<file path="config.mk">
export PLATFORM = sky130hd
export DESIGN_NAME = hbc_bridge_ctrl
export DESIGN_NICKNAME = d
export VERILOG_FILES = /design/src/hbc_sync.v /design/src/hbc_timer.v /design/src/hbc_bridge_ctrl.v
export VERILOG_INCLUDE_DIRS = /design/src
export SDC_FILE = /design/constraint.sdc
export NUM_CORES = 1
export LEC_CHECK = 0
export ABC_AREA = 1
export BUFFER_PORTS_ARGS = -buffer_cell sky130_fd_sc_hd__buf_2
export CELL_PAD_IN_SITES_DETAIL_PLACEMENT = 2
export CELL_PAD_IN_SITES_GLOBAL_PLACEMENT = 2
export CORE_ASPECT_RATIO = 0.8
export CORE_MARGIN = 3
export CORE_UTILIZATION = 36
export DETAILED_ROUTE_END_ITERATION = 10
export PLACE_DENSITY_LB_ADDON = 0.1
export SLEW_MARGIN = 40
export SYNTH_ARGS = -nofsm -noshare
export SYNTH_HDL_FRONTEND = slang
export SYNTH_HIERARCHICAL = 1
export SYNTH_SLANG_ARGS = --single-unit
</file>
<file path="constraint.sdc">
create_clock -name clock -period 3.19 [get_ports clock]
set_clock_uncertainty 0.15 [all_clocks]
set_input_delay 0.1595 -clock clock [delete_from_list [all_inputs] [get_ports clock]]
set_output_delay 0.1595 -clock clock [all_outputs]
set_load 0.02 [all_outputs]
</file>
<file path="src/hbc_regs.vh">
// hbc_regs.vh: constants for the bridge mode and protection controller
// assumes a 250 MHz core clock; all times converted to cycles here
`ifndef HBC_REGS_VH
`define HBC_REGS_VH
`define HBC_CLK_MHZ          250
`define HBC_SLEEP_TIME_MS    10
`define HBC_SLEEP_CYC        (`HBC_SLEEP_TIME_MS * 1000 * `HBC_CLK_MHZ)
`define HBC_DEG_TIME_US      4
`define HBC_DEG_CYC          (`HBC_DEG_TIME_US * `HBC_CLK_MHZ)
`define HBC_RETRY_TIME_US    2000
`define HBC_RETRY_CYC        (`HBC_RETRY_TIME_US * `HBC_CLK_MHZ)
`define HBC_MODE_STBY        2'h0
`define HBC_MODE_REV         2'h1
`define HBC_MODE_FWD         2'h2
`define HBC_MODE_BRAKE       2'h3
`define HBC_SW_OFF           4'h0
`define HBC_SW_FWD           4'h9
`define HBC_SW_REV           4'h6
`define HBC_SW_BRAKE         4'h5
`define HBC_OE_OFF           2'h0
`endif

</file>
<file path="src/hbc_sync.v">
// hbc_sync.v: three-stage synchroniser with agreement filter per bit
// assumes inputs asynchronous to clock; output changes when stages 2 and 3 agree
`timescale 1ns/1ps
`default_nettype none
module hbc_sync #(
	parameter W = 1,
	parameter [W-1:0] RST_VAL = {W{1'b0}}
) (
	// clock and reset
	input  wire         clock,
	input  wire         rst_n,
	// data
	input  wire [W-1:0] d,
	output reg  [W-1:0] q
);
	reg [W-1:0] s1_r;
	reg [W-1:0] s2_r;
	reg [W-1:0] s3_r;
	genvar i;
	always @(posedge clock or negedge rst_n) begin
		if (!rst_n) begin
			s1_r <= RST_VAL;
			s2_r <= RST_VAL;
			s3_r <= RST_VAL;
		end else begin
			s1_r <= d;
			s2_r <= s1_r;
			s3_r <= s2_r;
		end
	end
	generate
		for (i = 0; i < W; i = i + 1) begin : g_bit
			always @(posedge clock or negedge rst_n) begin
				if (!rst_n)
					q[i] <= RST_VAL[i];
				else if (s2_r[i] == s3_r[i])
					q[i] <= s3_r[i];
			end
		end
	endgenerate
endmodule // hbc_sync
`default_nettype wire

</file>
<file path="src/hbc_timer.v">
// hbc_timer.v: down-counting interval timer with load and clear
// assumes a single clock; done is a level while count is zero after a load
`timescale 1ns/1ps
`default_nettype none
module hbc_timer #(
	parameter W = 24
) (
	// clock and reset
	input  wire         clock,
	input  wire         rst_n,
	// control
	input  wire         load,
	input  wire         clear,
	input  wire [W-1:0] len,
	// status
	output reg          busy,
	output wire         done
);
	reg [W-1:0] cnt_r;
	always @(posedge clock or negedge rst_n) begin
		if (!rst_n) begin
			cnt_r <= {W{1'b0}};
			busy  <= 1'b0;
		end else if (clear) begin
			cnt_r <= {W{1'b0}};
			busy  <= 1'b0;
		end else if (load) begin
			cnt_r <= len;
			busy  <= 1'b1;
		end else if (busy && cnt_r != {W{1'b0}}) begin
			cnt_r <= cnt_r - {{(W-1){1'b0}}, 1'b1};
		end
	end
	assign done = busy && (cnt_r == {W{1'b0}});
endmodule // hbc_timer
`default_nettype wire

</file>
<file path="src/hbc_bridge_ctrl.v">
// hbc_bridge_ctrl.v: full-bridge mode decode, sleep entry and fault protection
// assumes fault indications come from analog comparators (asynchronous);
// control inputs come from host timer pins, pull-downs modelled as default 0.
`timescale 1ns/1ps
`default_nettype none
`include "hbc_regs.vh"
module hbc_bridge_ctrl #(
	parameter integer SLEEP_CYC = `HBC_SLEEP_CYC,
	parameter integer DEG_CYC   = `HBC_DEG_CYC,
	parameter integer RETRY_CYC = `HBC_RETRY_CYC,
	parameter integer TW        = 22
) (
	// clock and reset
	input  wire       clock,
	input  wire       rst_n,
	// control inputs from host drive pins
	input  wire       ctrl_in_a,
	input  wire       ctrl_in_b,
	// analog fault indications
	input  wire       supply_low_lockout,
	input  wire       overcurrent_guard,
	input  wire       short_circuit_guard,
	input  wire       over_temp_hi,
	input  wire       over_temp_lo,
	// bridge switch gates
	output reg        high_side_a,
	output reg        low_side_a,
	output reg        high_side_b,
	output reg        low_side_b,
	// bridge output pins
	output reg        bridge_out_a,
	output reg        bridge_out_a_oe,
	output reg        bridge_out_b,
	output reg        bridge_out_b_oe,
	// status
	output reg        sleep_state,
	output reg        fault_active,
	output reg        analog_enable
);
	// active period states
	localparam [2:0] ST_RUN   = 3'h0;
	localparam [2:0] ST_DEG   = 3'h1;
	localparam [2:0] ST_OCRET = 3'h2;
	localparam [2:0] ST_SCRET = 3'h3;
	localparam [2:0] ST_SCCHK = 3'h4;

	function [3:0] sw_of_mode;
		input [1:0] m;
		begin
			case (m)
				`HBC_MODE_FWD:   sw_of_mode = `HBC_SW_FWD;
				`HBC_MODE_REV:   sw_of_mode = `HBC_SW_REV;
				`HBC_MODE_BRAKE: sw_of_mode = `HBC_SW_BRAKE;
				default:         sw_of_mode = `HBC_SW_OFF;
			endcase
		end
	endfunction

	// one leg's pin as {enable, level}; hi-z unless a switch of that leg is on
	function [1:0] pin_of_leg;
		input [1:0] hl;
		begin
			case (hl)
				2'h2:    pin_of_leg = 2'h3;
				2'h1:    pin_of_leg = 2'h2;
				default: pin_of_leg = 2'h0;
			endcase
		end
	endfunction

	// a leg that changes side in one step would short the supply through slow turn-off
	function leg_swaps;
		input [1:0] want;
		input [1:0] now;
		begin
			leg_swaps = (want[1] && now[0]) || (want[0] && now[1]);
		end
	endfunction

	// bit positions in the synchronised input word
	localparam integer SY_A  = 6;
	localparam integer SY_B  = 5;
	localparam integer SY_UV = 4;
	localparam integer SY_OC = 3;
	localparam integer SY_SC = 2;
	localparam integer SY_TH = 1;
	localparam integer SY_TL = 0;

	// comparators arrive unsynchronised too, so they share the input filter
	wire [6:0] raw_in = {ctrl_in_a, ctrl_in_b, supply_low_lockout, overcurrent_guard,
		short_circuit_guard, over_temp_hi, over_temp_lo};
	wire [6:0] syn;
	// pull-downs: inputs reset to 0, so floating pins read as standby
	hbc_sync #(.W(7), .RST_VAL(7'h00)) u_sync (
		.clock (clock),
		.rst_n (rst_n),
		.d     (raw_in),
		.q     (syn)
	);
	wire [1:0] mode     = {syn[SY_A], syn[SY_B]};
	wire       uv       = syn[SY_UV];
	wire       oc       = syn[SY_OC];
	wire       sc       = syn[SY_SC];
	wire       t_hi     = syn[SY_TH];
	wire       t_lo     = syn[SY_TL];
	wire       stby     = (mode == `HBC_MODE_STBY);

	// thermal latch: hysteresis from two thresholds
	// the hot level wins when both thresholds move in one cycle
	reg        ot_r;
	always @(posedge clock or negedge rst_n) begin
		if (!rst_n)
			ot_r <= 1'b0;
		else if (t_hi)
			ot_r <= 1'b1;
		else if (!t_lo)
			ot_r <= 1'b0;
	end

	// sleep entry counter
	// counter parks at the limit, so a long standby cannot wrap it
	reg [TW-1:0] slp_cnt_r;
	reg          sleep_r;
	wire [TW-1:0] slp_lim = SLEEP_CYC[TW-1:0];
	always @(posedge clock or negedge rst_n) begin
		if (!rst_n) begin
			slp_cnt_r <= {TW{1'b0}};
			sleep_r   <= 1'b0;
		end else if (!stby) begin
			slp_cnt_r <= {TW{1'b0}};
			sleep_r   <= 1'b0;
		end else if (!sleep_r) begin
			if (slp_cnt_r == slp_lim)
				sleep_r <= 1'b1;
			else
				slp_cnt_r <= slp_cnt_r + {{(TW-1){1'b0}}, 1'b1};
		end
	end
	// sleep only escapes on a 1, so 11 brake from sleep also wakes
	// wake taken straight from the inputs: protection covers the first active cycle
	wire awake = !(sleep_r && stby);

	// protection group gating
	wire act_prot = awake && !stby;

	// timer load/clear
	// one timer serves de-glitch and retry; they never run together
	reg [2:0]    st_r;
	reg [2:0]    st_nxt;
	reg          t_load;
	reg [TW-1:0] t_len;
	wire         t_busy;
	wire         t_done;
	wire         t_clear = !act_prot;
	hbc_timer #(.W(TW)) u_tmr (
		.clock (clock),
		.rst_n (rst_n),
		.load  (t_load),
		.clear (t_clear),
		.len   (t_len),
		.busy  (t_busy),
		.done  (t_done)
	);

	always @* begin
		st_nxt = st_r;
		t_load = 1'b0;
		t_len  = RETRY_CYC[TW-1:0];
		case (st_r)
			ST_RUN: begin
				if (sc) begin
					st_nxt = ST_SCRET;
					t_load = 1'b1;
				end else if (oc) begin
					st_nxt = ST_DEG;
					t_load = 1'b1;
					t_len  = DEG_CYC[TW-1:0];
				end
			end
			ST_DEG: begin
				if (sc) begin
					st_nxt = ST_SCRET;
					t_load = 1'b1;
				end else if (!oc) begin
					st_nxt = ST_RUN; // glitch rejected
				end else if (t_done) begin
					st_nxt = ST_OCRET;
					t_load = 1'b1;
				end
			end
			ST_OCRET: begin
				if (t_done)
					st_nxt = ST_RUN;
			end
			ST_SCRET: begin
				if (t_done)
					st_nxt = ST_SCCHK;
			end
			ST_SCCHK: begin
				// one probe cycle with switches on to re-test the short
				if (sc) begin
					st_nxt = ST_SCRET;
					t_load = 1'b1;
				end else begin
					st_nxt = ST_RUN;
				end
			end
			default: st_nxt = ST_RUN;
		endcase
		if (!act_prot) begin
			st_nxt = ST_RUN;
			t_load = 1'b0;
		end
	end

	// fault state
	always @(posedge clock or negedge rst_n) begin
		if (!rst_n)
			st_r <= ST_RUN;
		else
			st_r <= st_nxt;
	end

	// lockout: comparator already has 1.5/1.8 V hysteresis
	wire uv_lock   = act_prot && uv;
	wire       oc_off    = (st_r == ST_OCRET);
	wire       sc_off    = (st_r == ST_SCRET);
	wire [3:0] flt_vec   = {uv_lock, oc_off, sc_off, ot_r};
	wire       any_fault = |flt_vec;
	wire [3:0] sw_req    = any_fault ? `HBC_SW_OFF : sw_of_mode(mode);
	// all switches rest one cycle when a leg changes side; costs a cycle on reversal
	wire       gap       = leg_swaps(sw_req[3:2], {high_side_a, low_side_a}) ||
		leg_swaps(sw_req[1:0], {high_side_b, low_side_b});
	wire [3:0] sw        = gap ? `HBC_SW_OFF : sw_req;
	wire [1:0] pin_a     = pin_of_leg(sw[3:2]);
	wire [1:0] pin_b     = pin_of_leg(sw[1:0]);

	// switch gates
	always @(posedge clock or negedge rst_n) begin
		if (!rst_n) begin
			high_side_a <= 1'b0;
			low_side_a  <= 1'b0;
			high_side_b <= 1'b0;
			low_side_b  <= 1'b0;
		end else begin
			high_side_a <= sw[3];
			low_side_a  <= sw[2];
			high_side_b <= sw[1];
			low_side_b  <= sw[0];
		end
	end

	// output pins; sleep shows standby because sw is off there
	always @(posedge clock or negedge rst_n) begin
		if (!rst_n) begin
			bridge_out_a    <= 1'b0;
			bridge_out_a_oe <= 1'b0;
			bridge_out_b    <= 1'b0;
			bridge_out_b_oe <= 1'b0;
		end else begin
			bridge_out_a_oe <= pin_a[1];
			bridge_out_a    <= pin_a[0];
			bridge_out_b_oe <= pin_b[1];
			bridge_out_b    <= pin_b[0];
		end
	end

	// status
	always @(posedge clock or negedge rst_n) begin
		if (!rst_n) begin
			sleep_state   <= 1'b0;
			fault_active  <= 1'b0;
			analog_enable <= 1'b0;
		end else begin
			sleep_state   <= !awake;
			fault_active  <= any_fault;
			analog_enable <= awake;
		end
	end
endmodule // hbc_bridge_ctrl
`default_nettype wire

</file>
==> results.sh, run 1 <==
export IMPL_status="finished clean"
export IMPL_ant_nets=0
export IMPL_rsz0062_at_grt="no"
export IMPL_cpMaxStageDelayCell="dfrtp_1"
export IMPL_rr_worst_depth=16
export IMPL_min_path_type="flop to flop"
export IMPL_postLayoutCoreUtil_pct=42.7
export IMPL_vias=4495
export IMPL_cts_inserted_buffers=9
export IMPL_async_flop_share_pct=100
export IMPL_tritoncts="built"
export IMPL_final_nets=710
export IMPL_slew_viol_final=0
export IMPL_p_leak_nw=2.73
export IMPL_hold_viol_final=0
export IMPL_synth_flop_cell="dfrtp_1"
export IMPL_max_stage_delay_ns=0.38
export IMPL_globalplace_congestion=0.811
export IMPL_synth_edff_count=0
export IMPL_grt_pass1_vias=5007
export IMPL_cp_max_fo=13
export IMPL_avgSynthCellArea_um2=7.39
export IMPL_drive_above_1_share_pct=10.3
export IMPL_htree_levels=3
export IMPL_postSynthCellCount=656
export IMPL_worstPathCellList="inv_1, ha_1, nand3_1, nor2_2, nand3_1, nor3_1, nor3_1, nor3_1, nor2_1, nor2_2, nor2_2, nand2_4, nand2_8, inv_4, nand2_1, nand2_1"
export IMPL_routedWlPerCell_um=17.6
export IMPL_core_area_um2=13000
export IMPL_fin_crit_ns=2.82
export IMPL_setup_viol=0
export IMPL_antenna_found_initial=0
export IMPL_clock_latency_ns=0.36
export IMPL_power_density_nw_per_um2=745
export IMPL_worstHoldStart="u_sync/s1_r[6]"
export IMPL_die_height_um=110
export IMPL_wl_mm=15.4
export IMPL_clockBufferDepth=2
export IMPL_r2r_end="u_tmr/cnt_r[21]"
export IMPL_required_ns=3.33
export IMPL_diodes=0
export IMPL_drtIter0Drc=180
export IMPL_grt_pass1_wl_mm=25.8
export IMPL_grt_overflow=0
export IMPL_die_w_um=136
export IMPL_ir_worst_vdd_mv=0.504
export IMPL_die_area_um2=14900
export IMPL_io_pins=20
export IMPL_holdPathStages=0
export IMPL_slew_headroom_pct=58.3
export IMPL_yosys_register_bits=89
export IMPL_grt_max_degree=47
export IMPL_pre_cts_ws_ns=0.291
export IMPL_initial_core_util_pct=37.3
export IMPL_route_detailed_drc=0
export IMPL_period_share_pct=88.3
export IMPL_end_kind="flop"
export IMPL_fin_tns_setup_ns=0
export IMPL_layout_setup_ws_ns=0.374
export IMPL_cts_clk_slew_worst_paths_ns=0.07
export IMPL_dr_pass1_iters=4
export IMPL_maxCapViolations=0
export IMPL_whs_endpoint="u_sync/s2_r[6]"
export IMPL_syn_area_um2=4850
export IMPL_startpoint_type="flop"
export IMPL_place_hpwl_mm=11.0
export IMPL_seq_area_frac_synth_pct=45.9
export IMPL_clock_fmax_mhz=355
export IMPL_yosys_warnings=6
export IMPL_critPathTopFamily="simple AND/OR/NAND/NOR gates"
export IMPL_place_port_buffers=19
export IMPL_worst_slew_pin_slew_ns=0.626
export IMPL_rr_startpoint="u_tmr/cnt_r[0]"
export IMPL_cp_arrival_ns=2.96
export IMPL_cts_setup_buffers=0
export IMPL_vias_per_cell=5.13
export IMPL_synth_distinct_cells=39
export IMPL_critPathBufInv=2
export IMPL_path_class="flop to flop"
export IMPL_rows=37
export IMPL_timing_reg2reg_setup_slack_ns=0.37
export IMPL_root_buffer="clkbuf_16"
export IMPL_cts_sinks=89
export IMPL_areaGrowthSynthToFinish_pct=14.5
export IMPL_grt_total_usage_pct=22.3
timing repair:
item,4_1_cts,5_1_grt
resized for setup,0,5
endpoints found under the hold margin,52,0
setup endpoints to repair,0,4
hold buffers,8,0
cells in the final DEF, fill, tap and decap left out, types with 8 or more instances in the layout:
master / Yosys / final
conb_1: 2 / 13
dlygate4sd3_1: 0 / 8
nand2_1: 212 / 212
inv_1: 63 / 63
a21oi_1: 14 / 14
nor2_1: 86 / 83
o21ai_0: 25 / 25
clkbuf_16: 0 / 9
nand3_1: 60 / 60
buf_2: 6 / 18
nand4_1: 15 / 15
nor3_1: 10 / 10
dfrtp_1: 89 / 89
synthesized netlist by cell type (all sizes together) (4+ instances only):
cell type  instances  share of area (%)
inv               68                5.3
o21ai             33                3.6
xor2               5               0.90
o22ai              4               0.52
nor2              91                7.6
ha                 5                1.3
nand2            220                 18
dfrtp             89                 46
buf               12                1.7
nand3             62                6.8
nor3              10                1.0
o21bai             4               0.62
nand4             15                1.9
a21oi             14                1.4
where the power goes:
group          switching [mW]  internal, mW  total, mW
clock network           0.501         0.561       1.06
registers               0.200          1.30       1.50
logic                    1.09         0.479       1.57
total                    1.80          2.35       4.14
through the flow:
step	instances	instance area (µm²)	power, mW	hold slack [ns]
floorplan	667	4890	2.58	-0.286
global placement	852	5170	2.92	0.0624
detailed placement	852	5170	3.07	0.0724
CTS	876	5540	4.16	0.213
global route	876	5560	4.47	0.222
finish	876	5560	4.14	0.210
metal layers:
| metal | share of wire (%) | global-route usage (%) |
|---|---|---|
| met4 | 1.2 | 5.76 |
| met1 | 47 | 29.3 |
| met2 | 48 | 38.4 |
| met5 | 0 | 0 |
| met3 | 3.0 | 4.12 |
flip-flops by register name, summed over array words and instances, names as in the netlist, 3 cells and up:
register and count:
slp_cnt_r 22, u_sync/s1_r 7, u_sync/q 7, st_r 3, u_tmr/cnt_r 22, u_sync/s3_r 7
u_sync/s2_r 7
area by class of cell:
class | instances | area, µm²
timing repair buffer | 33 | 239
inverter | 68 | 260
multi-input combinational | 495 | 2320
clock buffer | 10 | 239
tap | 175 | 219
fill | 1568 | 7450
sequential | 89 | 2230
clock inverter | 6 | 50.0
worst reg2reg max path, cell delays in order, from the launching register on:
cell	delay, ns
dfrtp_1	0.38
inv_1	0.12
ha_1	0.22
nand3_1	0.16
nor2_2	0.17
nand3_1	0.11
nor3_1	0.25
nor3_1	0.10
nor3_1	0.15
nor2_1	0.07
nor2_2	0.21
nor2_2	0.11
nand2_4	0.15
nand2_8	0.09
inv_4	0.16
nand2_1	0.09
nand2_1	0.06
how the worst max path moves through the flow:
stage | endpoint | slack, ns | cells past startpoint | startpoint
2_1_floorplan | u_tmr/cnt_r[3] | 0.30 | 16 | u_tmr/cnt_r[0]
3_3_place_gp | u_tmr/cnt_r[2] | 0.53 | 13 | u_tmr/cnt_r[0]
3_5_place_dp | u_tmr/cnt_r[3] | 0.29 | 14 | u_tmr/cnt_r[0]
4_1_cts | u_tmr/cnt_r[3] | 0.29 | 14 | u_tmr/cnt_r[0]
5_1_grt | u_tmr/cnt_r[21] | 0.05 | 16 | u_tmr/cnt_r[0]
6_report | u_tmr/cnt_r[21] | 0.37 | 16 | u_tmr/cnt_r[0]
cells by family (layout without fill, tap and decap cells):
| group | count (synthesis) | after routing | share of synthesized area [%] |
|---|---|---|---|
| buf+inv | 83 | 117 | 7.25 |
| flops | 89 | 89 | 45.9 |
| compound gates | 65 | 65 | 8.07 |
| other cells | 2 | 13 | 0.155 |
| xor+xnor | 5 | 5 | 0.903 |
| fa+ha+maj | 5 | 5 | 1.29 |
| simple gates | 407 | 407 | 36.4 |
Power figures use the tool's default switching activity.
==> inputs of run 2 (changes only) <==
- clock period: 3.19 -> 2.6 ns (I/O delays scaled with it)
==> run 2 against run 1 <==
Cell count is 1.7% higher; flip-flop and latch count unchanged; first-iteration DRC count up 11%; worst setup slack worse by 0.26 ns; utilization up 2.0 points; combinational power increased by 50%; wire length up 3.0%; via count up 2.0%; die area unchanged; global-route usage up 0.059 points; clock power rose by 19%; largest cell class unchanged; largest power group unchanged.
==> results.sh, run 2 (same netlist as run 1, synthesis figures left out) <==
export IMPL_slew_viol_final=0
export IMPL_place_inst=861
export IMPL_drtIter0Drc=199
export IMPL_grt_pass1_wl_mm=26.1
export IMPL_place_hpwl_mm=10.9
export IMPL_place_area_um2=5270
export IMPL_clock_latency_ns=0.35
export IMPL_diodes=0
export IMPL_core_area_um2=13000
export IMPL_dr_pass1_iters=4
export IMPL_slew_headroom_pct=61.6
export IMPL_worst_slew_pin_slew_ns=0.576
export IMPL_startpoint_type="flop"
export IMPL_critPathTopFamily="simple AND/OR/NAND/NOR gates"
export IMPL_final_cells=891
export IMPL_final_cell_mix="210 x nand2_1, 87 x dfrtp_1, 77 x nor2_1, 60 x inv_1, 58 x nand3_1"
export IMPL_fin_tns_setup_ns=0
export IMPL_worstPathCellList="inv_2, ha_4, nand3_4, nor2_4, nand3_4, nor3_4, nor3_2, nor3_2, nor2_1, nor2_2, buf_6, inv_8, nand2_1, o21ai_0, nand2_1, nand2_1"
export IMPL_rsz0062_at_grt="yes"
export IMPL_drive_above_1_share_pct=14.8
export IMPL_hold_viol_final=0
export IMPL_vias_per_cell=5.14
export IMPL_power_density_nw_per_um2=936
export IMPL_critPathMostFrequentCell="nand2_1"
export IMPL_postLayoutCoreUtil_pct=44.7
export IMPL_place_port_buffers=19
export IMPL_htree_levels=3
export IMPL_tritoncts="built"
export IMPL_required_ns=2.69
export IMPL_cp_max_fo=28
export IMPL_fin_area_um2=5820
export IMPL_route_detailed_drc=0
export IMPL_setup_viol=0
export IMPL_grt_pass1_vias=5200
export IMPL_fin_crit_ns=2.49
export IMPL_cpMaxStageDelayCell="dfrtp_1"
export IMPL_root_buffer="clkbuf_16"
export IMPL_io_pins=20
export IMPL_antenna_found_initial=0
export IMPL_grt_overflow=0
export IMPL_grt_max_degree=54
export IMPL_end_kind="flop"
export IMPL_hold_worst_slack_ns=0.170
export IMPL_p_leak_nw=2.84
export IMPL_die_w_um=136
export IMPL_routedWlPerCell_um=17.8
export IMPL_cp_arrival_ns=2.59
export IMPL_min_path_type="input pin to async pin"
export IMPL_wl_mm=15.9
export IMPL_critPathBufInv=3
export IMPL_cts_sinks=89
export IMPL_cts_clk_slew_worst_paths_ns=0.07
export IMPL_initial_core_util_pct=37.3
export IMPL_max_stage_delay_ns=0.39
export IMPL_top_regs="slp_cnt_r x22, u_tmr/cnt_r x22"
export IMPL_cts_inserted_buffers=9
export IMPL_die_area_um2=14900
export IMPL_maxCapViolations=0
export IMPL_rows=37
export IMPL_ant_nets=0
export IMPL_path_class="flop to flop"
export IMPL_die_height_um=110
export IMPL_clock_fmax_mhz=401
export IMPL_areaGrowthSynthToFinish_pct=19.9
export IMPL_status="finished clean"
export IMPL_globalplace_congestion=0.808
export IMPL_clockBufferDepth=2
export IMPL_final_nets=726
export IMPL_period_share_pct=95.8
export IMPL_final_common_cell="nand2_1"
export IMPL_ir_worst_vdd_mv=0.313
export IMPL_vias=4584
export IMPL_grt_total_usage_pct=22.4
-- run 2: cell types whose count changed in the layout (fill, tap and decap cells not counted), moves of 3 or more --
cell     change
nor3_1       -3
inv_1        -3
inv_2        +3
nor2_1       -6
nor2_2       +4
buf_4       +11
o21ai_1      +6
o21ai_0      -6
-- run 2: metrics by stage --
stage	setup WS [ns]	power (mW)
after floorplan	0.000400	3.18
after global placement	-0.0358	3.69
after detailed placement	-0.236	3.85
after CTS	0.00917	5.23
after global routing	-0.0755	5.86
final	0.109	5.44
-- run 2: final cells by class --
| cell class | count | area [µm²] |
|---|---|---|
| Clock buffer | 9 | 225 |
| Timing Repair Buffer | 49 | 413 |
| Multi-Input combinational cell | 495 | 2410 |
| Tap cell | 175 | 219 |
| Inverter | 68 | 270 |
| Clock inverter | 6 | 50.0 |
| Sequential cell | 89 | 2230 |
| Fill cell | 1524 | 7190 |
-- run 2: metal layers --
layer	vias up	GRT usage [%]	routed length (µm)
met1	2337	26.3	6840
met5	-	0	0
met2	44	42.3	8430
met4	0	5.18	225
li1	2183	-	-
met3	20	4.48	364
-- run 2: power breakdown --
group | internal (mW) | switching [mW]
logic | 0.829 | 1.52
registers | 1.60 | 0.240
clock network | 0.658 | 0.598
total | 3.09 | 2.35
-- run 2: final timing paths --
check / cells after the start / slack [ns] / endpoint / startpoint
min reg2reg: 0 / 0.20 / u_sync/s2_r[4] / u_sync/s1_r[4]
max: 16 / 0.11 / u_tmr/cnt_r[13] / u_tmr/cnt_r[0]
max in group asynchronous: 3 / 1.45 / u_tmr/cnt_r[12] / rst_n
min in group clock: 0 / 0.20 / u_sync/s2_r[4] / u_sync/s1_r[4]
max reg2reg: 16 / 0.11 / u_tmr/cnt_r[13] / u_tmr/cnt_r[0]
min: 2 / 0.17 / u_tmr/cnt_r[11] / rst_n
-- run 2: what timing repair did --
action                                 4_1_cts  5_1_grt
endpoints found under the hold margin       43        0
buffers inserted                             2        4
setup endpoints to repair                   23       23
hold buffers                                 8        0
gates cloned                                 0        1
pin swaps                                    2        7
gates resized for setup                      9       32
==> inputs of run 3 (changes only) <==
- CORE_UTILIZATION: 36 -> 33
- clock period: 2.6 -> 2.1 ns (I/O delays scaled with it)
==> run 3 against run 2 <==
The flow now finishes with violations (negative setup slack); utilization increased by 3.2 points; register-to-register slack got worse by 0.73 ns; worst setup slack worse by 0.73 ns; largest cell class unchanged.
==> results.sh, run 3 (same netlist as run 1, synthesis figures left out) <==
export IMPL_diodes=0
export IMPL_route_detailed_drc=0
export IMPL_period_share_pct=130
export IMPL_layout_setup_ws_ns=-0.620
export IMPL_top_regs="slp_cnt_r x22, u_tmr/cnt_r x22"
export IMPL_cts_clk_slew_worst_paths_ns=0.07
export IMPL_path_class="flop to flop"
export IMPL_rows=38
export IMPL_dr_pass1_iters=5
export IMPL_setup_viol=27
export IMPL_finalPower_mw=8.48
export IMPL_clock_latency_ns=0.37
export IMPL_status="finished, violations left"
export IMPL_grt_pass1_vias=5637
export IMPL_routedWlPerCell_um=24.3
export IMPL_final_cell_mix="205 x nand2_1, 87 x dfrtp_1, 76 x buf_4, 73 x nor2_1, 58 x inv_1"
export IMPL_cts_sinks=89
export IMPL_final_common_cell="nand2_1"
export IMPL_place_area_um2=5700
export IMPL_multiInputGateArea_um2=2640
export IMPL_root_buffer="clkbuf_16"
export IMPL_initial_core_util_pct=34.7
export IMPL_power_density_nw_per_um2=1270
export IMPL_maxCapViolations=0
export IMPL_p_leak_nw=3.27
export IMPL_fin_area_um2=6700
export IMPL_fin_crit_ns=2.72
export IMPL_place_port_buffers=19
export IMPL_die_area_um2=16200
export IMPL_end_kind="flop"
export IMPL_htree_levels=3
export IMPL_grt_overflow=0
export IMPL_worst_slew_pin_slew_ns=0.517
export IMPL_seq_area_um2=2230
export IMPL_antenna_found_initial=0
export IMPL_vias_per_cell=5.43
export IMPL_io_pins=20
export IMPL_vias=5267
export IMPL_clock_fmax_mhz=368
export IMPL_place_hpwl_mm=11.4
export IMPL_wl_mm=23.6
export IMPL_drtIter0Drc=336
export IMPL_ir_worst_vdd_mv=1.04
export IMPL_n_fill_cell=1526
export IMPL_areaGrowthSynthToFinish_pct=38.1
export IMPL_rsz0062_at_grt="yes"
export IMPL_globalplace_congestion=0.799
export IMPL_die_w_um=142
export IMPL_final_nets=799
export IMPL_grt_max_degree=39
export IMPL_pre_cts_ws_ns=-0.483
export IMPL_timing_reg2reg_setup_slack_ns=-0.62
export IMPL_tritoncts="built"
export IMPL_ant_nets=0
export IMPL_grt_total_usage_pct=24.5
export IMPL_cp_max_fo=13
export IMPL_drive_above_1_share_pct=26.1
export IMPL_failed_checks="negative setup slack"
export IMPL_grt_pass1_wl_mm=31.1
export IMPL_min_path_type="input pin to async pin"
export IMPL_slew_viol_final=0
export IMPL_cp_arrival_ns=2.86
export IMPL_hold_viol_final=0
export IMPL_required_ns=2.24
export IMPL_fin_tns_setup_ns=-13.67
export IMPL_clockBufferDepth=2
export IMPL_core_area_um2=14000
export IMPL_startpoint_type="flop"
export IMPL_die_height_um=114
export IMPL_slew_headroom_pct=65.4
export IMPL_cts_inserted_buffers=9
## run 3: layout make-up
| class | instances | share of cell area (%) |
|---|---|---|
| clock buffer | 10 | 3.57 |
| clock inverter | 6 | 1.01 |
| inverter | 68 | 4.00 |
| multi-input combinational | 496 | 39.5 |
| sequential | 89 | 33.3 |
| tap | 180 | 3.36 |
| timing repair buffer | 121 | 15.3 |
## run 3: power breakdown
part | switching [mW] | total (mW) | internal (mW) | leakage, nW
registers | 0.235 | 2.22 | 1.98 | 1.14
clock network | 0.836 | 1.71 | 0.878 | 0.152
logic | 2.79 | 4.55 | 1.76 | 1.98
total | 3.86 | 8.48 | 4.62 | 3.27
## run 3: stage by stage
step           instances  util (%)  hold WS, ns
2_1_floorplan        667         -       -0.341
3_3_place_gp         914      40.8      -0.0577
3_5_place_dp         914      40.8      -0.0595
4_1_cts              957      45.5        0.106
5_1_grt              970      47.9        0.126
6_report             970      47.9       0.0886
## run 3: per-layer routing
metal	up-vias	wire length (µm)	GRT usage [%]	part of all wire [%]
met4	0	689	5.37	2.9
met1	2728	10000	31.8	42
met2	140	12100	43.4	51
met3	56	800	3.84	3.4
li1	2343	-	-	-
met5	-	0	0	0
## run 3: repair_timing
action,4_1_cts,5_1_grt
gates cloned,1,0
gates resized for setup,31,55
setup buffers,18,14
endpoints found under the setup margin,28,48
hold buffers,8,0
hold endpoints to repair,73,0
pin swaps,9,10
## run 3: final timing paths
check                                startpoint               to  depth (start not counted)
worst max-delay path            u_tmr/cnt_r[13]  u_tmr/cnt_r[12]                         16
worst min-delay path                      rst_n  u_tmr/cnt_r[10]                          2
worst max register to register  u_tmr/cnt_r[13]  u_tmr/cnt_r[12]                         16
worst min register to register   u_sync/s1_r[0]   u_sync/s2_r[0]                          0
max in group asynchronous                 rst_n      u_sync/q[5]                          3
min in group clock               u_sync/s1_r[0]   u_sync/s2_r[0]                          0
## run 3: worst max-delay path: stages, from the launching register on
cell,delay (ns)
dfrtp_1,0.43
nor2_4,0.17
nand2_2,0.12
nor2_4,0.19
nand3_4,0.11
nor3_4,0.18
nor3_2,0.08
nor3_2,0.24
nor2_2,0.08
nor2_4,0.15
buf_6,0.14
nor2_4,0.04
nand2_4,0.11
nand2_8,0.09
inv_8,0.12
nand2_1,0.10
nand2_1,0.12
